$ cat src/ddct_params.svh
// Offsets, field positions, reset values and timing figures of the dual decade counter/timer.
`ifndef DDCT_PARAMS_SVH
`define DDCT_PARAMS_SVH

// ==========================================================
// Register byte offsets
`define DDCT_OFS_CTRL 8'h00
`define DDCT_OFS_PRESET 8'h04
`define DDCT_OFS_DWELL 8'h08
`define DDCT_OFS_CMD 8'h0C
`define DDCT_OFS_STATUS 8'h10
`define DDCT_OFS_COUNT_A 8'h14
`define DDCT_OFS_COUNT_B 8'h18

// ==========================================================
// Control register fields
`define DDCT_CTRL_MODE 1:0
`define DDCT_CTRL_RTGT 3:2
`define DDCT_CTRL_DISP_B 4
`define DDCT_CTRL_PSEL 6:5
`define DDCT_CTRL_BSRC 8:7
`define DDCT_CTRL_MASTER 9
`define DDCT_CTRL_A_TO_B 10
`define DDCT_CTRL_B_TO_A 11
`define DDCT_CTRL_RST 12'h00C

// Preset register fields: digit and power for each counter.
`define DDCT_PRE_MA 3:0
`define DDCT_PRE_NA 6:4
`define DDCT_PRE_MB 11:8
`define DDCT_PRE_NB 14:12
`define DDCT_PRE_RST 15'h0000

// Command register bits, write only.
`define DDCT_CMD_START 0
`define DDCT_CMD_STOP 1
`define DDCT_CMD_RESET 2

// ==========================================================
// Counter sizes and timing
`define DDCT_DIGITS_A 7
`define DDCT_DIGITS_B 6
`define DDCT_CLK_MHZ 200
`define DDCT_OVF_PULSE_NS 2000
`define DDCT_OVF_PULSE_CYC ((`DDCT_OVF_PULSE_NS * `DDCT_CLK_MHZ) / 1000)
`define DDCT_TENTH_MS 100
`define DDCT_TENTH_CYC (`DDCT_TENTH_MS * `DDCT_CLK_MHZ * 1000)
`define DDCT_DWELL_MIN 7'h03
`define DDCT_DWELL_MAX 7'h64
`define DDCT_DWELL_RST 7'h0A
`define DDCT_LINE_HZ 60
`define DDCT_SEC_PER_MIN 60

`endif

$ cat src/ddct_pkg.sv
// Types shared by the dual decade counter/timer.
package ddct_pkg;

  // ==========================================================
  // Operating modes and control states
  typedef enum logic [1:0] {
    DDCT_SINGLE,
    DDCT_RECYCLE,
    DDCT_TEST
  } ddct_mode_type;

  typedef enum logic [1:0] {
    DDCT_RUN,
    DDCT_HALT,
    DDCT_DWELL
  } ddct_state_type;

endpackage

$ cat src/ddct_counter_timer.sv
// Dual decade counter/timer: two BCD counters, presets, time base and run control.
`timescale 1ns/1ps
`default_nettype none
`include "ddct_params.svh"

// How it works
// - Counter A is seven cascaded BCD decades, maximum 9999999.
// - Counter B has six decades, input from pulses or time base.
// - As timer, B advances once per 0.1 s or 0.1 min tick.
// - Both counters take external pulses at up to 20 MHz together.
// - Either overflow can feed the other counter, forming thirteen decades.
// - Auto-repeat dwells 0.3 to 10 s in stopped state before resuming.
// - Without printer, mode is single-pass, self-check or auto-repeat.
// - Single-pass leaves counting at a preset and counts no further.
// - Auto-repeat stops at each preset and restarts by itself.
// - Stop, start, preset, system gate and system preset act on both counters.
// - Reset requests hit counter A, counter B or both as selected.
// - Each counter has its own gate input enabling its counting.
// - Per-counter preset compare works without clearing the counter.
// - Overflow flag sets at first overflow, stays until counter reset.
// - One output pulse on every wrap of each counter.
// - Interval output high while a counter may count.
// - Display shows counter A or B as selected, seven digits.
// - Unit acts as system controller or follower; printer sequences repeats.
// - Readout selects counter A, counter B or both.
// - Preset is digit 1..9 times ten to power; digit zero disables.
// - After dwell, selected counters reset and a new interval begins.
// - Manual reset works only while not counting.
// - After single-pass preset stop, wait for a restart command.
module ddct_counter_timer
  import ddct_pkg::*;
#(
  parameter int LINE_HZ = `DDCT_LINE_HZ,
  parameter int TENTH_CYC = `DDCT_TENTH_CYC
) (
  input wire logic clock,
  input wire logic rst,
  input wire logic [7:0] addr,
  input wire logic [31:0] wdata,
  input wire logic wr,
  input wire logic rd,
  output logic [31:0] rdata,
  input wire logic pulse_a,
  input wire logic pulse_b,
  input wire logic gate_a,
  input wire logic gate_b,
  input wire logic ext_reset,
  input wire logic line_in,
  input wire logic sys_gate_i,
  output logic sys_gate_o,
  output logic sys_gate_oe_n,
  input wire logic sys_reset_i,
  output logic sys_reset_o,
  input wire logic sys_preset_i,
  output logic sys_preset_o,
  input wire logic print_on,
  input wire logic print_recycle,
  output logic readout_a,
  output logic readout_b,
  output logic ovf_pulse_a,
  output logic ovf_pulse_b,
  output logic ovf_flag_a,
  output logic ovf_flag_b,
  output logic interval,
  output logic gate_on_a,
  output logic gate_on_b,
  output logic [27:0] disp_digits,
  output logic disp_is_b
);

  localparam int NSYNC = 11;
  localparam int TB_DIV = LINE_HZ / 10;

  // ==========================================================
  // BCD helpers
  // Increment the low nd decades; bit 28 is the carry out of the top decade.
  function automatic logic [28:0] bcd_inc(input logic [27:0] v, input int nd);
    logic [28:0] r;
    logic c;
    r = 29'h0;
    c = 1'b1;
    for (int i = 0; i < 7; i++) begin
      if (i < nd) begin
        if (c && v[4*i+:4] == 4'h9) begin
          r[4*i+:4] = 4'h0;
        end else begin
          r[4*i+:4] = v[4*i+:4] + {3'h0, c};
          c = 1'b0;
        end
      end
    end
    r[28] = c;
    return r;
  endfunction

  // True when v equals m times ten to n in its low decades up to n.
  function automatic logic preset_hit(input logic [27:0] v, input logic [3:0] m,
                                      input logic [2:0] n, input int nd);
    logic h;
    h = (m != 4'h0) && (m <= 4'h9) && (int'(n) < nd);
    for (int i = 0; i < 7; i++) begin
      if (i < int'(n) && v[4*i+:4] != 4'h0) begin
        h = 1'b0;
      end
      if (i == int'(n) && v[4*i+:4] != m) begin
        h = 1'b0;
      end
    end
    return h;
  endfunction

  // ==========================================================
  // Pin synchronisers
  // Stage one feeds only stage two; stage three exists for edge detection.
  logic [NSYNC-1:0] pin_raw;
  logic [NSYNC-1:0] s1_r;
  logic [NSYNC-1:0] s2_r;
  logic [NSYNC-1:0] s3_r;
  assign pin_raw = {print_recycle, print_on, sys_preset_i, sys_reset_i, sys_gate_i,
                    line_in, ext_reset, gate_b, gate_a, pulse_b, pulse_a};

  always_ff @(posedge clock) begin
    if (rst) begin
      s1_r <= '0;
      s2_r <= '0;
      s3_r <= '0;
    end else begin
      s1_r <= pin_raw;
      s2_r <= s1_r;
      s3_r <= s2_r;
    end
  end

  // At 200 MHz, 20 MHz pulses still give ten samples per period.
  logic [NSYNC-1:0] rise;
  assign rise = s2_r & ~s3_r;

  // ==========================================================
  // Registers
  logic [11:0] ctrl_r;
  logic [14:0] preset_r;
  logic [6:0] dwell_r;
  logic [27:0] cnt_a_r;
  logic [27:0] cnt_b_r;
  ddct_state_type state_r;
  logic cmd_start;
  logic cmd_stop;
  logic cmd_reset;
  logic cmd_wr;

  assign cmd_wr = wr && addr == `DDCT_OFS_CMD;
  assign cmd_start = cmd_wr && wdata[`DDCT_CMD_START];
  assign cmd_stop = cmd_wr && wdata[`DDCT_CMD_STOP];
  assign cmd_reset = cmd_wr && wdata[`DDCT_CMD_RESET];

  // Configuration writes; dwell is clamped to its legal range.
  always_ff @(posedge clock) begin
    if (rst) begin
      ctrl_r <= `DDCT_CTRL_RST;
      preset_r <= `DDCT_PRE_RST;
      dwell_r <= `DDCT_DWELL_RST;
    end else if (wr) begin
      if (addr == `DDCT_OFS_CTRL) begin
        ctrl_r <= wdata[11:0];
      end
      if (addr == `DDCT_OFS_PRESET) begin
        preset_r <= wdata[14:0];
      end
      if (addr == `DDCT_OFS_DWELL) begin
        if (wdata[6:0] < `DDCT_DWELL_MIN) begin
          dwell_r <= `DDCT_DWELL_MIN;
        end else if (wdata[31:7] != 25'h0 || wdata[6:0] > `DDCT_DWELL_MAX) begin
          dwell_r <= `DDCT_DWELL_MAX;
        end else begin
          dwell_r <= wdata[6:0];
        end
      end
    end
  end

  // Read data stands in the cycle after the strobe; unmapped reads give zero.
  always_ff @(posedge clock) begin
    if (rst) begin
      rdata <= 32'h0;
    end else if (rd) begin
      case (addr)
        `DDCT_OFS_CTRL: rdata <= {20'h0, ctrl_r};
        `DDCT_OFS_PRESET: rdata <= {17'h0, preset_r};
        `DDCT_OFS_DWELL: rdata <= {25'h0, dwell_r};
        `DDCT_OFS_STATUS: rdata <= {27'h0, interval, ovf_flag_b, ovf_flag_a, state_r};
        `DDCT_OFS_COUNT_A: rdata <= {4'h0, cnt_a_r};
        `DDCT_OFS_COUNT_B: rdata <= {4'h0, cnt_b_r};
        default: rdata <= 32'h0;
      endcase
    end else begin
      rdata <= 32'h0;
    end
  end

  // ==========================================================
  // Mode and system roles
  logic master;
  ddct_mode_type mode;
  assign master = ctrl_r[`DDCT_CTRL_MASTER];

  // mode selection
  // A connected printer overrides the local switch.
  always_comb begin
    if (s2_r[9]) begin
      mode = s2_r[10] ? DDCT_RECYCLE : DDCT_SINGLE;
    end else begin
      case (ctrl_r[`DDCT_CTRL_MODE])
        2'h1: mode = DDCT_RECYCLE;
        2'h2: mode = DDCT_TEST;
        default: mode = DDCT_SINGLE;
      endcase
    end
  end

  // ==========================================================
  // Time base from the line frequency
  logic [7:0] tb_div_r;
  logic [5:0] tb_min_r;
  logic tick_s_r;
  logic tick_m_r;

  always_ff @(posedge clock) begin
    if (rst) begin
      tb_div_r <= 8'h00;
      tb_min_r <= 6'h00;
      tick_s_r <= 1'b0;
      tick_m_r <= 1'b0;
    end else begin
      tick_s_r <= 1'b0;
      tick_m_r <= 1'b0;
      if (rise[5]) begin
        if (tb_div_r == 8'(TB_DIV - 1)) begin
          tb_div_r <= 8'h00;
          tick_s_r <= 1'b1;
          if (tb_min_r == 6'(`DDCT_SEC_PER_MIN - 1)) begin
            tb_min_r <= 6'h00;
            tick_m_r <= 1'b1;
          end else begin
            tb_min_r <= tb_min_r + 6'h01;
          end
        end else begin
          tb_div_r <= tb_div_r + 8'h01;
        end
      end
    end
  end

  // ==========================================================
  // Count sources, presets and resets
  logic running;
  logic ovf_evt_a_r;
  logic ovf_evt_b_r;
  logic src_a;
  logic src_b;
  logic inc_a;
  logic inc_b;
  logic [28:0] nxt_a;
  logic [28:0] nxt_b;
  logic hit_a;
  logic hit_b;
  logic preset_evt;
  logic reset_req;
  logic clr_a;
  logic clr_b;
  logic dwell_done;

  // follower obeys the shared gate line
  assign running = state_r == DDCT_RUN && (master || s2_r[6]);

  // overflow cascading
  // Test mode feeds the line fundamental into counter A.
  assign src_a = mode == DDCT_TEST ? rise[5] : ctrl_r[`DDCT_CTRL_B_TO_A] ? ovf_evt_b_r : rise[0];

  always_comb begin
    case (ctrl_r[`DDCT_CTRL_BSRC])
      2'h1: src_b = tick_s_r;
      2'h2: src_b = tick_m_r;
      default: src_b = ctrl_r[`DDCT_CTRL_A_TO_B] ? ovf_evt_a_r : rise[1];
    endcase
  end

  assign inc_a = running && s2_r[2] && src_a;
  assign inc_b = running && s2_r[3] && src_b;
  assign nxt_a = bcd_inc(cnt_a_r, `DDCT_DIGITS_A);
  assign nxt_b = bcd_inc(cnt_b_r, `DDCT_DIGITS_B);

  // compare on the new value only
  assign hit_a = inc_a && preset_hit(nxt_a[27:0], preset_r[`DDCT_PRE_MA],
                                     preset_r[`DDCT_PRE_NA], `DDCT_DIGITS_A);
  assign hit_b = inc_b && preset_hit(nxt_b[27:0], preset_r[`DDCT_PRE_MB],
                                     preset_r[`DDCT_PRE_NB], `DDCT_DIGITS_B);

  assign preset_evt = hit_a || hit_b || (!master && rise[8]);

  assign reset_req = (cmd_reset && state_r != DDCT_RUN) || rise[4] ||
                     (!master && rise[7]) || dwell_done;

  assign clr_a = reset_req && ctrl_r[2];
  assign clr_b = reset_req && ctrl_r[3];

  // ==========================================================
  // Decade counters
  // seven decades
  always_ff @(posedge clock) begin
    if (rst || clr_a) begin
      cnt_a_r <= 28'h0;
    end else if (inc_a) begin
      cnt_a_r <= nxt_a[27:0];
    end
  end

  always_ff @(posedge clock) begin
    if (rst || clr_b) begin
      cnt_b_r <= 28'h0;
    end else if (inc_b) begin
      cnt_b_r <= nxt_b[27:0];
    end
  end

  // ==========================================================
  // Overflow flags and pulses
  logic [8:0] ovf_cnt_a_r;
  logic [8:0] ovf_cnt_b_r;

  // sticky flag, a new overflow wins over a clear
  always_ff @(posedge clock) begin
    if (rst) begin
      ovf_evt_a_r <= 1'b0;
      ovf_evt_b_r <= 1'b0;
      ovf_flag_a <= 1'b0;
      ovf_flag_b <= 1'b0;
    end else begin
      ovf_evt_a_r <= inc_a && nxt_a[28];
      ovf_evt_b_r <= inc_b && nxt_b[28];
      if (ovf_evt_a_r) begin
        ovf_flag_a <= 1'b1;
      end else if (clr_a) begin
        ovf_flag_a <= 1'b0;
      end
      if (ovf_evt_b_r) begin
        ovf_flag_b <= 1'b1;
      end else if (clr_b) begin
        ovf_flag_b <= 1'b0;
      end
    end
  end

  // stretched overflow pulse
  // Wraps closer than the pulse width merge into one longer pulse.
  always_ff @(posedge clock) begin
    if (rst) begin
      ovf_cnt_a_r <= 9'h000;
      ovf_cnt_b_r <= 9'h000;
      ovf_pulse_a <= 1'b0;
      ovf_pulse_b <= 1'b0;
    end else begin
      if (ovf_evt_a_r) begin
        ovf_cnt_a_r <= 9'(`DDCT_OVF_PULSE_CYC - 1);
      end else if (ovf_cnt_a_r != 9'h000) begin
        ovf_cnt_a_r <= ovf_cnt_a_r - 9'h001;
      end
      if (ovf_evt_b_r) begin
        ovf_cnt_b_r <= 9'(`DDCT_OVF_PULSE_CYC - 1);
      end else if (ovf_cnt_b_r != 9'h000) begin
        ovf_cnt_b_r <= ovf_cnt_b_r - 9'h001;
      end
      ovf_pulse_a <= ovf_evt_a_r || ovf_cnt_a_r > 9'h001;
      ovf_pulse_b <= ovf_evt_b_r || ovf_cnt_b_r > 9'h001;
    end
  end

  // ==========================================================
  // Run control
  logic [24:0] tenth_r;
  logic [6:0] dwell_cnt_r;
  logic tenth_end;

  assign tenth_end = tenth_r == 25'(TENTH_CYC - 1);
  assign dwell_done = state_r == DDCT_DWELL && tenth_end && dwell_cnt_r == dwell_r;

  // Power-on leaves the unit counting; stop and start act on both counters.
  always_ff @(posedge clock) begin
    if (rst) begin
      state_r <= DDCT_RUN;
    end else begin
      case (state_r)
        DDCT_RUN: begin
          if (cmd_stop) begin
            state_r <= DDCT_HALT;
          end else if (preset_evt) begin
            if (mode != DDCT_SINGLE && !s2_r[9]) begin
              state_r <= DDCT_DWELL;
            end else begin
              state_r <= DDCT_HALT;
            end
          end
        end
        DDCT_HALT: begin
          if (cmd_start) begin
            state_r <= DDCT_RUN;
          end
        end
        DDCT_DWELL: begin
          if (cmd_stop) begin
            state_r <= DDCT_HALT;
          end else if (dwell_done || cmd_start) begin
            state_r <= DDCT_RUN;
          end
        end
        default: state_r <= DDCT_HALT;
      endcase
    end
  end

  // dwell timing in tenths of a second
  always_ff @(posedge clock) begin
    if (rst || state_r != DDCT_DWELL) begin
      tenth_r <= 25'h0;
      dwell_cnt_r <= 7'h01;
    end else if (tenth_end) begin
      tenth_r <= 25'h0;
      dwell_cnt_r <= dwell_cnt_r + 7'h01;
    end else begin
      tenth_r <= tenth_r + 25'h1;
    end
  end

  // ==========================================================
  // Outputs
  // controller drives shared lines; open drain pulls gate low.
  always_ff @(posedge clock) begin
    if (rst) begin
      sys_gate_o <= 1'b0;
      sys_gate_oe_n <= 1'b1;
      sys_reset_o <= 1'b0;
      sys_preset_o <= 1'b0;
      interval <= 1'b0;
      gate_on_a <= 1'b0;
      gate_on_b <= 1'b0;
      disp_digits <= 28'h0;
      disp_is_b <= 1'b0;
      readout_a <= 1'b0;
      readout_b <= 1'b0;
    end else begin
      sys_gate_o <= 1'b0;
      sys_gate_oe_n <= !(master && state_r != DDCT_RUN);
      sys_reset_o <= master && reset_req;
      sys_preset_o <= master && (hit_a || hit_b);
      interval <= running;
      gate_on_a <= running && s2_r[2];
      gate_on_b <= running && s2_r[3];
      disp_is_b <= ctrl_r[`DDCT_CTRL_DISP_B];
      disp_digits <= ctrl_r[`DDCT_CTRL_DISP_B] ? cnt_b_r : cnt_a_r;
      readout_a <= ctrl_r[5];
      readout_b <= ctrl_r[6];
    end
  end

endmodule
`default_nettype wire

$ cat config.mk
export PLATFORM = sky130hd
export DESIGN_NAME = ddct_counter_timer
export DESIGN_NICKNAME = d
export VERILOG_FILES = /design/src/ddct_pkg.sv /design/src/ddct_counter_timer.sv
export VERILOG_INCLUDE_DIRS = /design/src
export SDC_FILE = /design/constraint.sdc
export NUM_CORES = 1
export LEC_CHECK = 0
export ABC_AREA = 1
export BUFFER_PORTS_ARGS = -buffer_cell sky130_fd_sc_hd__buf_2
export CORE_MARGIN = 2
export CORE_UTILIZATION = 44
export CTS_CLUSTER_SIZE = 30
export DETAILED_ROUTE_END_ITERATION = 12
export PLACE_DENSITY = 0.59
export SLEW_MARGIN = 20
export SYNTH_ARGS = -nofsm -noshare
export SYNTH_HDL_FRONTEND = slang
export SYNTH_SLANG_ARGS = --single-unit
$ cat constraint.sdc
create_clock -name clock -period 4 [get_ports clock]
set_clock_uncertainty 0.2 [all_clocks]
set_input_delay 0.6 -clock clock [delete_from_list [all_inputs] [get_ports clock]]
set_output_delay 0.6 -clock clock [all_outputs]
set_load 0.01 [all_outputs]
Word level (Yosys, flattened, before mapping):

Index checks and enable logic that the tools add are counted.

* flip-flop bits (word level): 260
* input bits: 55
* output and inout port bits: 74

* add/subtract/negate cells: 19
* order comparisons: 21
* eq/ne operators: 59
* multiplexer cells: 83
* bitwise gates (word level): 5
* reduce and logical (&&, ||, !) cells: 122

Operators with widths (number)
* 28-bit case mux with 6 select lines: 1
* 1-bit logical AND: 66
* 4-bit nonzero test: 15
* 4-bit equality test, second input constant: 13
* 4-bit two-way mux: 13
* 4-bit != test: 13
* 1-bit two-way mux: 50
* 4-bit by 1-bit adder with 4-bit output: 11
* 9-bit two-way mux: 4
* 25-bit by 1-bit adder with 25-bit output, second input constant: 1
* 25-bit equality test, second input constant: 1
* 25-bit nonzero test: 1
* 3-bit equality test, first input constant: 8
* 8-bit by 5-bit equality test with 1-bit output, second input constant: 3
* 24-bit two-way mux: 1
* 9-bit by 1-bit greater-than comparator with 1-bit output, second input constant: 2
* 9-bit nonzero test: 2
* 9-bit by 1-bit subtractor with 9-bit output, second input constant: 2
* 8-bit by 3-bit equality test with 1-bit output, second input constant: 2
* 8-bit by 4-bit equality test with 1-bit output, second input constant: 2
* 3-bit < comparator, first input constant: 5
* 2-bit two-way mux: 7
* 7-bit two-way mux: 2
* 1-bit logical OR: 13
* other kinds (35): 71

Longest topological paths before layout:

* word-level depth: 24
* depth in mapped cells: 24

Worst setup path after synthesis:

No wires, ideal clock.

* path type: reg2reg
* from: reg cnt_a_r[0]
* to: reg state_r[1]
* library setup time: 0.115 ns
* arrival time: 2.390 ns
* data required time: 3.685 ns
* setup slack: 1.295 ns
* stages on the path, launching flop included: 23
* path buffers: 2
* period minus slack after synthesis: 2.705 ns
* cells stage by stage: dfxtp_1 > buf_6 > inv_4 > nor2_4 > nand2_2 > nor2_4 > nand3_1 > buf_2 > inv_1 > ha_1 > ha_1 > xor2_1 > nand2_1 > nand2_1 > nand2_1 > nand2_1 > inv_1 > a21oi_1 > a21oi_1 > nand3_1 > nand3_2 > a21oi_1 > nor2_1

* longest elaborated chain between the ends: 23
* elaborated cells between the ends (all ways): 74

Ends and longest elaborated chain
* start, declared: line ddct_counter_timer.sv:143 `logic [27:0] cnt_a_r;`
* start signal, assigned: line ddct_counter_timer.sv:313 `cnt_a_r <= nxt_a[27:0];`
* 4-bit equality test / 4-bit by 1-bit adder with 4-bit output (equally long branches): line ddct_counter_timer.sv:84, ddct_counter_timer.sv:87
* 1-bit two-way mux / 4-bit two-way mux (equally long branches): line ddct_counter_timer.sv:84 `if (c && v[4*i+:4] == 4'h9) begin`
* 4-bit by 1-bit adder with 4-bit output, or another cell as far along: line ddct_counter_timer.sv:87 `r[4*i+:4] = v[4*i+:4] + {3'h0, c};`
* 4-bit two-way mux, or another cell as far along: line ddct_counter_timer.sv:84
* 4-bit nonzero test, or another cell as far along: line ddct_counter_timer.sv:102 `if (i < int'(n) && v[4*i+:4] != 4'h0) begin`
* 1-bit logical AND, or another cell as far along: line ddct_counter_timer.sv:102
* 1-bit two-way mux, or another cell as far along: line ddct_counter_timer.sv:102
* 1-bit two-way mux, or another cell as far along: line ddct_counter_timer.sv:105 `if (i == int'(n) && v[4*i+:4] != m) begin`
* (+6 left out)
* 1-bit two-way mux / 4-bit nonzero test (equally long branches): line ddct_counter_timer.sv:102
* 1-bit two-way mux / 1-bit logical AND (equally long branches): line ddct_counter_timer.sv:105, ddct_counter_timer.sv:102
* 1-bit two-way mux: line ddct_counter_timer.sv:102
* 1-bit two-way mux *: line ddct_counter_timer.sv:105
* 1-bit logical AND *: line ddct_counter_timer.sv:293 `` assign hit_a = inc_a && preset_hit(nxt_a[27:0], preset_r[`DDCT_PRE_MA], ``
* 1-bit logical OR * (2 in series): line ddct_counter_timer.sv:298 `assign preset_evt = hit_a || hit_b || (!master && rise[8]);`
* 3-bit != test (no source line) *
* 3-bit AND reduction (no source line) *
* end signal, assigned: line ddct_counter_timer.sv:389 `state_r <= DDCT_RUN;`
* end signal, assigned: line ddct_counter_timer.sv:394 `state_r <= DDCT_HALT;`
* end signal, assigned: line ddct_counter_timer.sv:397 `state_r <= DDCT_DWELL;`
* end, declared: line ddct_counter_timer.sv:145 `ddct_state_type state_r;`

Mark *: on every way between the ends. The rest lies on a longest branch, timed or not.
A chain may end at the register's enable or synchronous reset.

Final worst setup path:

* from: reg cnt_a_r[0]
* to: reg state_r[0]

Same word-level chain as after synthesis.

==> flow_summary.toml <==
[power_and_ir_drop]
p_sw_mw = 1.63
p_seq_share_pct = 45.7
clock_power_share_pct = 41.4
comb_power_share_pct = 12.9
cellInternalPower_mw = 4.29
power.share.switching_pct = 27.6
power.total_mw = 5.92
power_density_nw_per_um2 = 411
p_leak_nw = 6.08
ir_drop_uv = 343

[cts]
cts_resized = 0
clock_path_buffers = 3
path_clk_slew_ns = 0.06
numCtsBuffers = 28
cts_tree = "yes"
cts_hold_buffers = 0
cts-htree-levels = 1
clock_latency_ns = 0.57
postCtsSetupBuffers = 0
cts.sinks = 251
cts_root_buf = "clkbuf_16"

[floorplan]
die_area_um2 = 29900
die_y_um = 173
core_um2 = 27900
die_x_um = 173
start_util_pct = 44.9
ios = 129
rows = 61

[synth]
synth-main-ff-cell = "dfxtp_1"
synth_edf_count = 0
synth.cell_area_um2 = 12600
yosysWarnings = 0
syn_area_per_cell_um2 = 7.01
synth_seq_area_share_pct = 40.0
ys_async_sr_fraction_pct = 0
synth_cells = 1791
ys_ff_latch = 251
synth.distinct_cells = 58

[sta]
tns_ns = 0
timing.fmax_mhz = 288
fin_crit_sh_pct = 86.8
hold_violations = 0
relSlewSlack_pct = 50.5
tightest_slew_ns = 0.743
rsz0062_at_grt = "no"
finalCriticalPeriod_ns = 3.47
finalSetupViolations = 0
slew_viol_final = 0

[cells_and_area]
finish.instance_area_um2 = 14400
final_common_cell = "nand2_1"
layout_common_cells = "364 x nand2_1, 251 x dfxtp_1, 222 x inv_1"
drive_above_1_share_pct = 12.6
syn2layout_area_growth_pct = 14.7
nets = 1995
instances_no_fill = 2306
fill_cells = 2884

[run_status]
status = "complete, no violations"

[routing]
vias = 12101
finalWirelength_um = 35900
drt_iter0_markers = 944
vias_per_cell = 5.25
drc = 0
ant_nets = 0
wl_per_cell_um = 15.6
first_pass_iters = 5

[placed_design]
hpwl_um = 26600
place.gp.congestion = 0.896
placedCellCount = 2255
port_buffers = 122
placed_cell_area_um2 = 13500

[run]
max_cap_violations = 0

[grt]
grt_pass1_wl_um = 58200
grtUsageTotal_pct = 23.7
grt_max_degree = 50
grt_overflow_total = 0
met2_usage_pct = 38.0
grt_pass1_vias = 11262
use_met3_pct = 3.78
gr-max-usage-layer = "met2"
use_met1_pct = 32.1
antenna_found_initial = 1

[critical_path]
critPathArrivalTime_ns = 3.73
cp_max_fo = 11
cp.required_ns = 4.26
setup.worst_path.class = "reg -> reg"
ff2ff_setup_slack_ns = 0.53
setup.worst_path.end_class = "flip-flop"
critPathLaunchType = "flip-flop"

[worst_hold_path]
hp-class = "in -> reg"
==> power by group through the flow <==
stage | clock (mW) | sequential, mW | combinational, mW
finish | 2.45 | 2.71 | 0.761
global route | 2.62 | 2.72 | 0.882
CTS | 2.51 | 2.70 | 0.757
detailed placement | 0 | 2.76 | 0.753
global placement | 0 | 2.76 | 0.743
floorplan | 0 | 2.74 | 0.575
==> synth_stat cells (3+ instances only) <==
cell type,n,share of area (%)
clkbuf_1,33,0.99
nand4_1,47,2.3
nor2_2,4,0.20
o21ai_1,4,0.16
a21oi_1,137,5.5
inv_2,12,0.36
inv_1,222,6.6
xor2_1,32,2.2
or2_2,7,0.35
nor2_1,220,6.6
nand3b_1,4,0.24
buf_4,8,0.48
dfxtp_1,251,40
nand2_2,8,0.40
o21ai_2,3,0.21
buf_6,5,0.45
o22ai_1,37,1.8
xnor2_1,5,0.35
nand3_2,3,0.24
nand3_1,124,4.9
a211oi_1,9,0.54
o21ai_0,74,3.0
nand2_1,364,11
nor4_1,16,0.80
buf_2,12,0.48
ha_1,33,3.3
a221oi_1,10,0.70
o21a_1,6,0.36
clkinv_1,8,0.24
nor2_4,8,0.72
buf_1,4,0.12
nor3b_1,4,0.24
nor3_1,35,1.4
a31oi_1,11,0.55
==> registers in the layout, summed over array words and instances, names as in the netlist, 9 cells and up <==
| signal | count |
|---|---|
| cnt_b_r | 24 |
| tenth_r | 25 |
| ctrl_r | 12 |
| preset_r | 15 |
| cnt_a_r | 28 |
| ovf_cnt_a_r | 9 |
| s1_r | 10 |
| rdata | 28 |
| disp_digits | 28 |
| s2_r | 10 |
| ovf_cnt_b_r | 9 |
==> layout make-up <==
cell class | instances | area, um^2 | area share, %
inverters | 244 | 920 | 6.39
well taps | 378 | 473 | 3.29
clock inverters | 10 | 92.6 | 0.643
flip-flops and latches | 251 | 5020 | 34.9
multi-input cells | 1238 | 6310 | 43.8
diodes | 1 | 2.50 | 0.0174
clock buffers | 40 | 796 | 5.53
repair buffers | 144 | 776 | 5.39
==> path summary, 6_finish.rpt <==
| check | start | endpoint | cells after the start |
|---|---|---|---|
| worst max-delay path | cnt_a_r[0]$_SDFFE_PP0P_ | state_r[0]$_SDFFE_PP0P_ | 22 |
| worst min-delay path | sys_gate_i | s1_r[6]$_SDFF_PP0_ | 3 |
| worst max register to register | cnt_a_r[0]$_SDFFE_PP0P_ | state_r[0]$_SDFFE_PP0P_ | 22 |
| worst min register to register | s1_r[4]$_SDFF_PP0_ | s2_r[4]$_SDFF_PP0_ | 2 |
==> layer usage <==
metal	vias up	wire length [um]
met4	2	1460
met5	-	13
li1	6116	-
met3	85	2320
met1	5501	16200
met2	397	15900
==> metrics by stage <==
step / setup WS [ns] / hold WS, ns / util [%]
2_1_floorplan: 1.29 / 0.188 / -
3_3_place_gp: 0.682 / 0.192 / 48.3
3_5_place_dp: 0.618 / 0.193 / 48.3
4_1_cts: 0.590 / 0.0116 / 51.5
5_1_grt: 0.121 / 0.0274 / 51.5
6_report: 0.528 / 0.0333 / 51.5
==> critical path, cell delays in order, from the launching register on <==
cell	delay [ns]
dfxtp_1	0.52
inv_4	0.09
nor2_4	0.11
nand2_2	0.09
nor2_4	0.17
nand3_1	0.31
inv_1	0.13
ha_1	0.17
nand3_1	0.09
xor2_1	0.15
inv_1	0.10
o21ai_0	0.17
nand2_1	0.08
nand2_1	0.06
nand2_1	0.05
nor2_1	0.09
nand3_1	0.09
nor2_1	0.09
nand3_1	0.21
nand3_2	0.17
nand2_1	0.06
nor2_1	0.09
nor2_1	0.05
==> logic make-up after synthesis <==
logic type,share of synthesized area (%)
adders and majority gates,3.29
DFF,40.0
and+or+nand+nor,30.6
buffers and inverters,9.84
AOI/OAI and AO/OA,13.6
xor gates and xnor gates,2.58
other,0.0299
No activity file was read; power rests on OpenSTA's default activity.
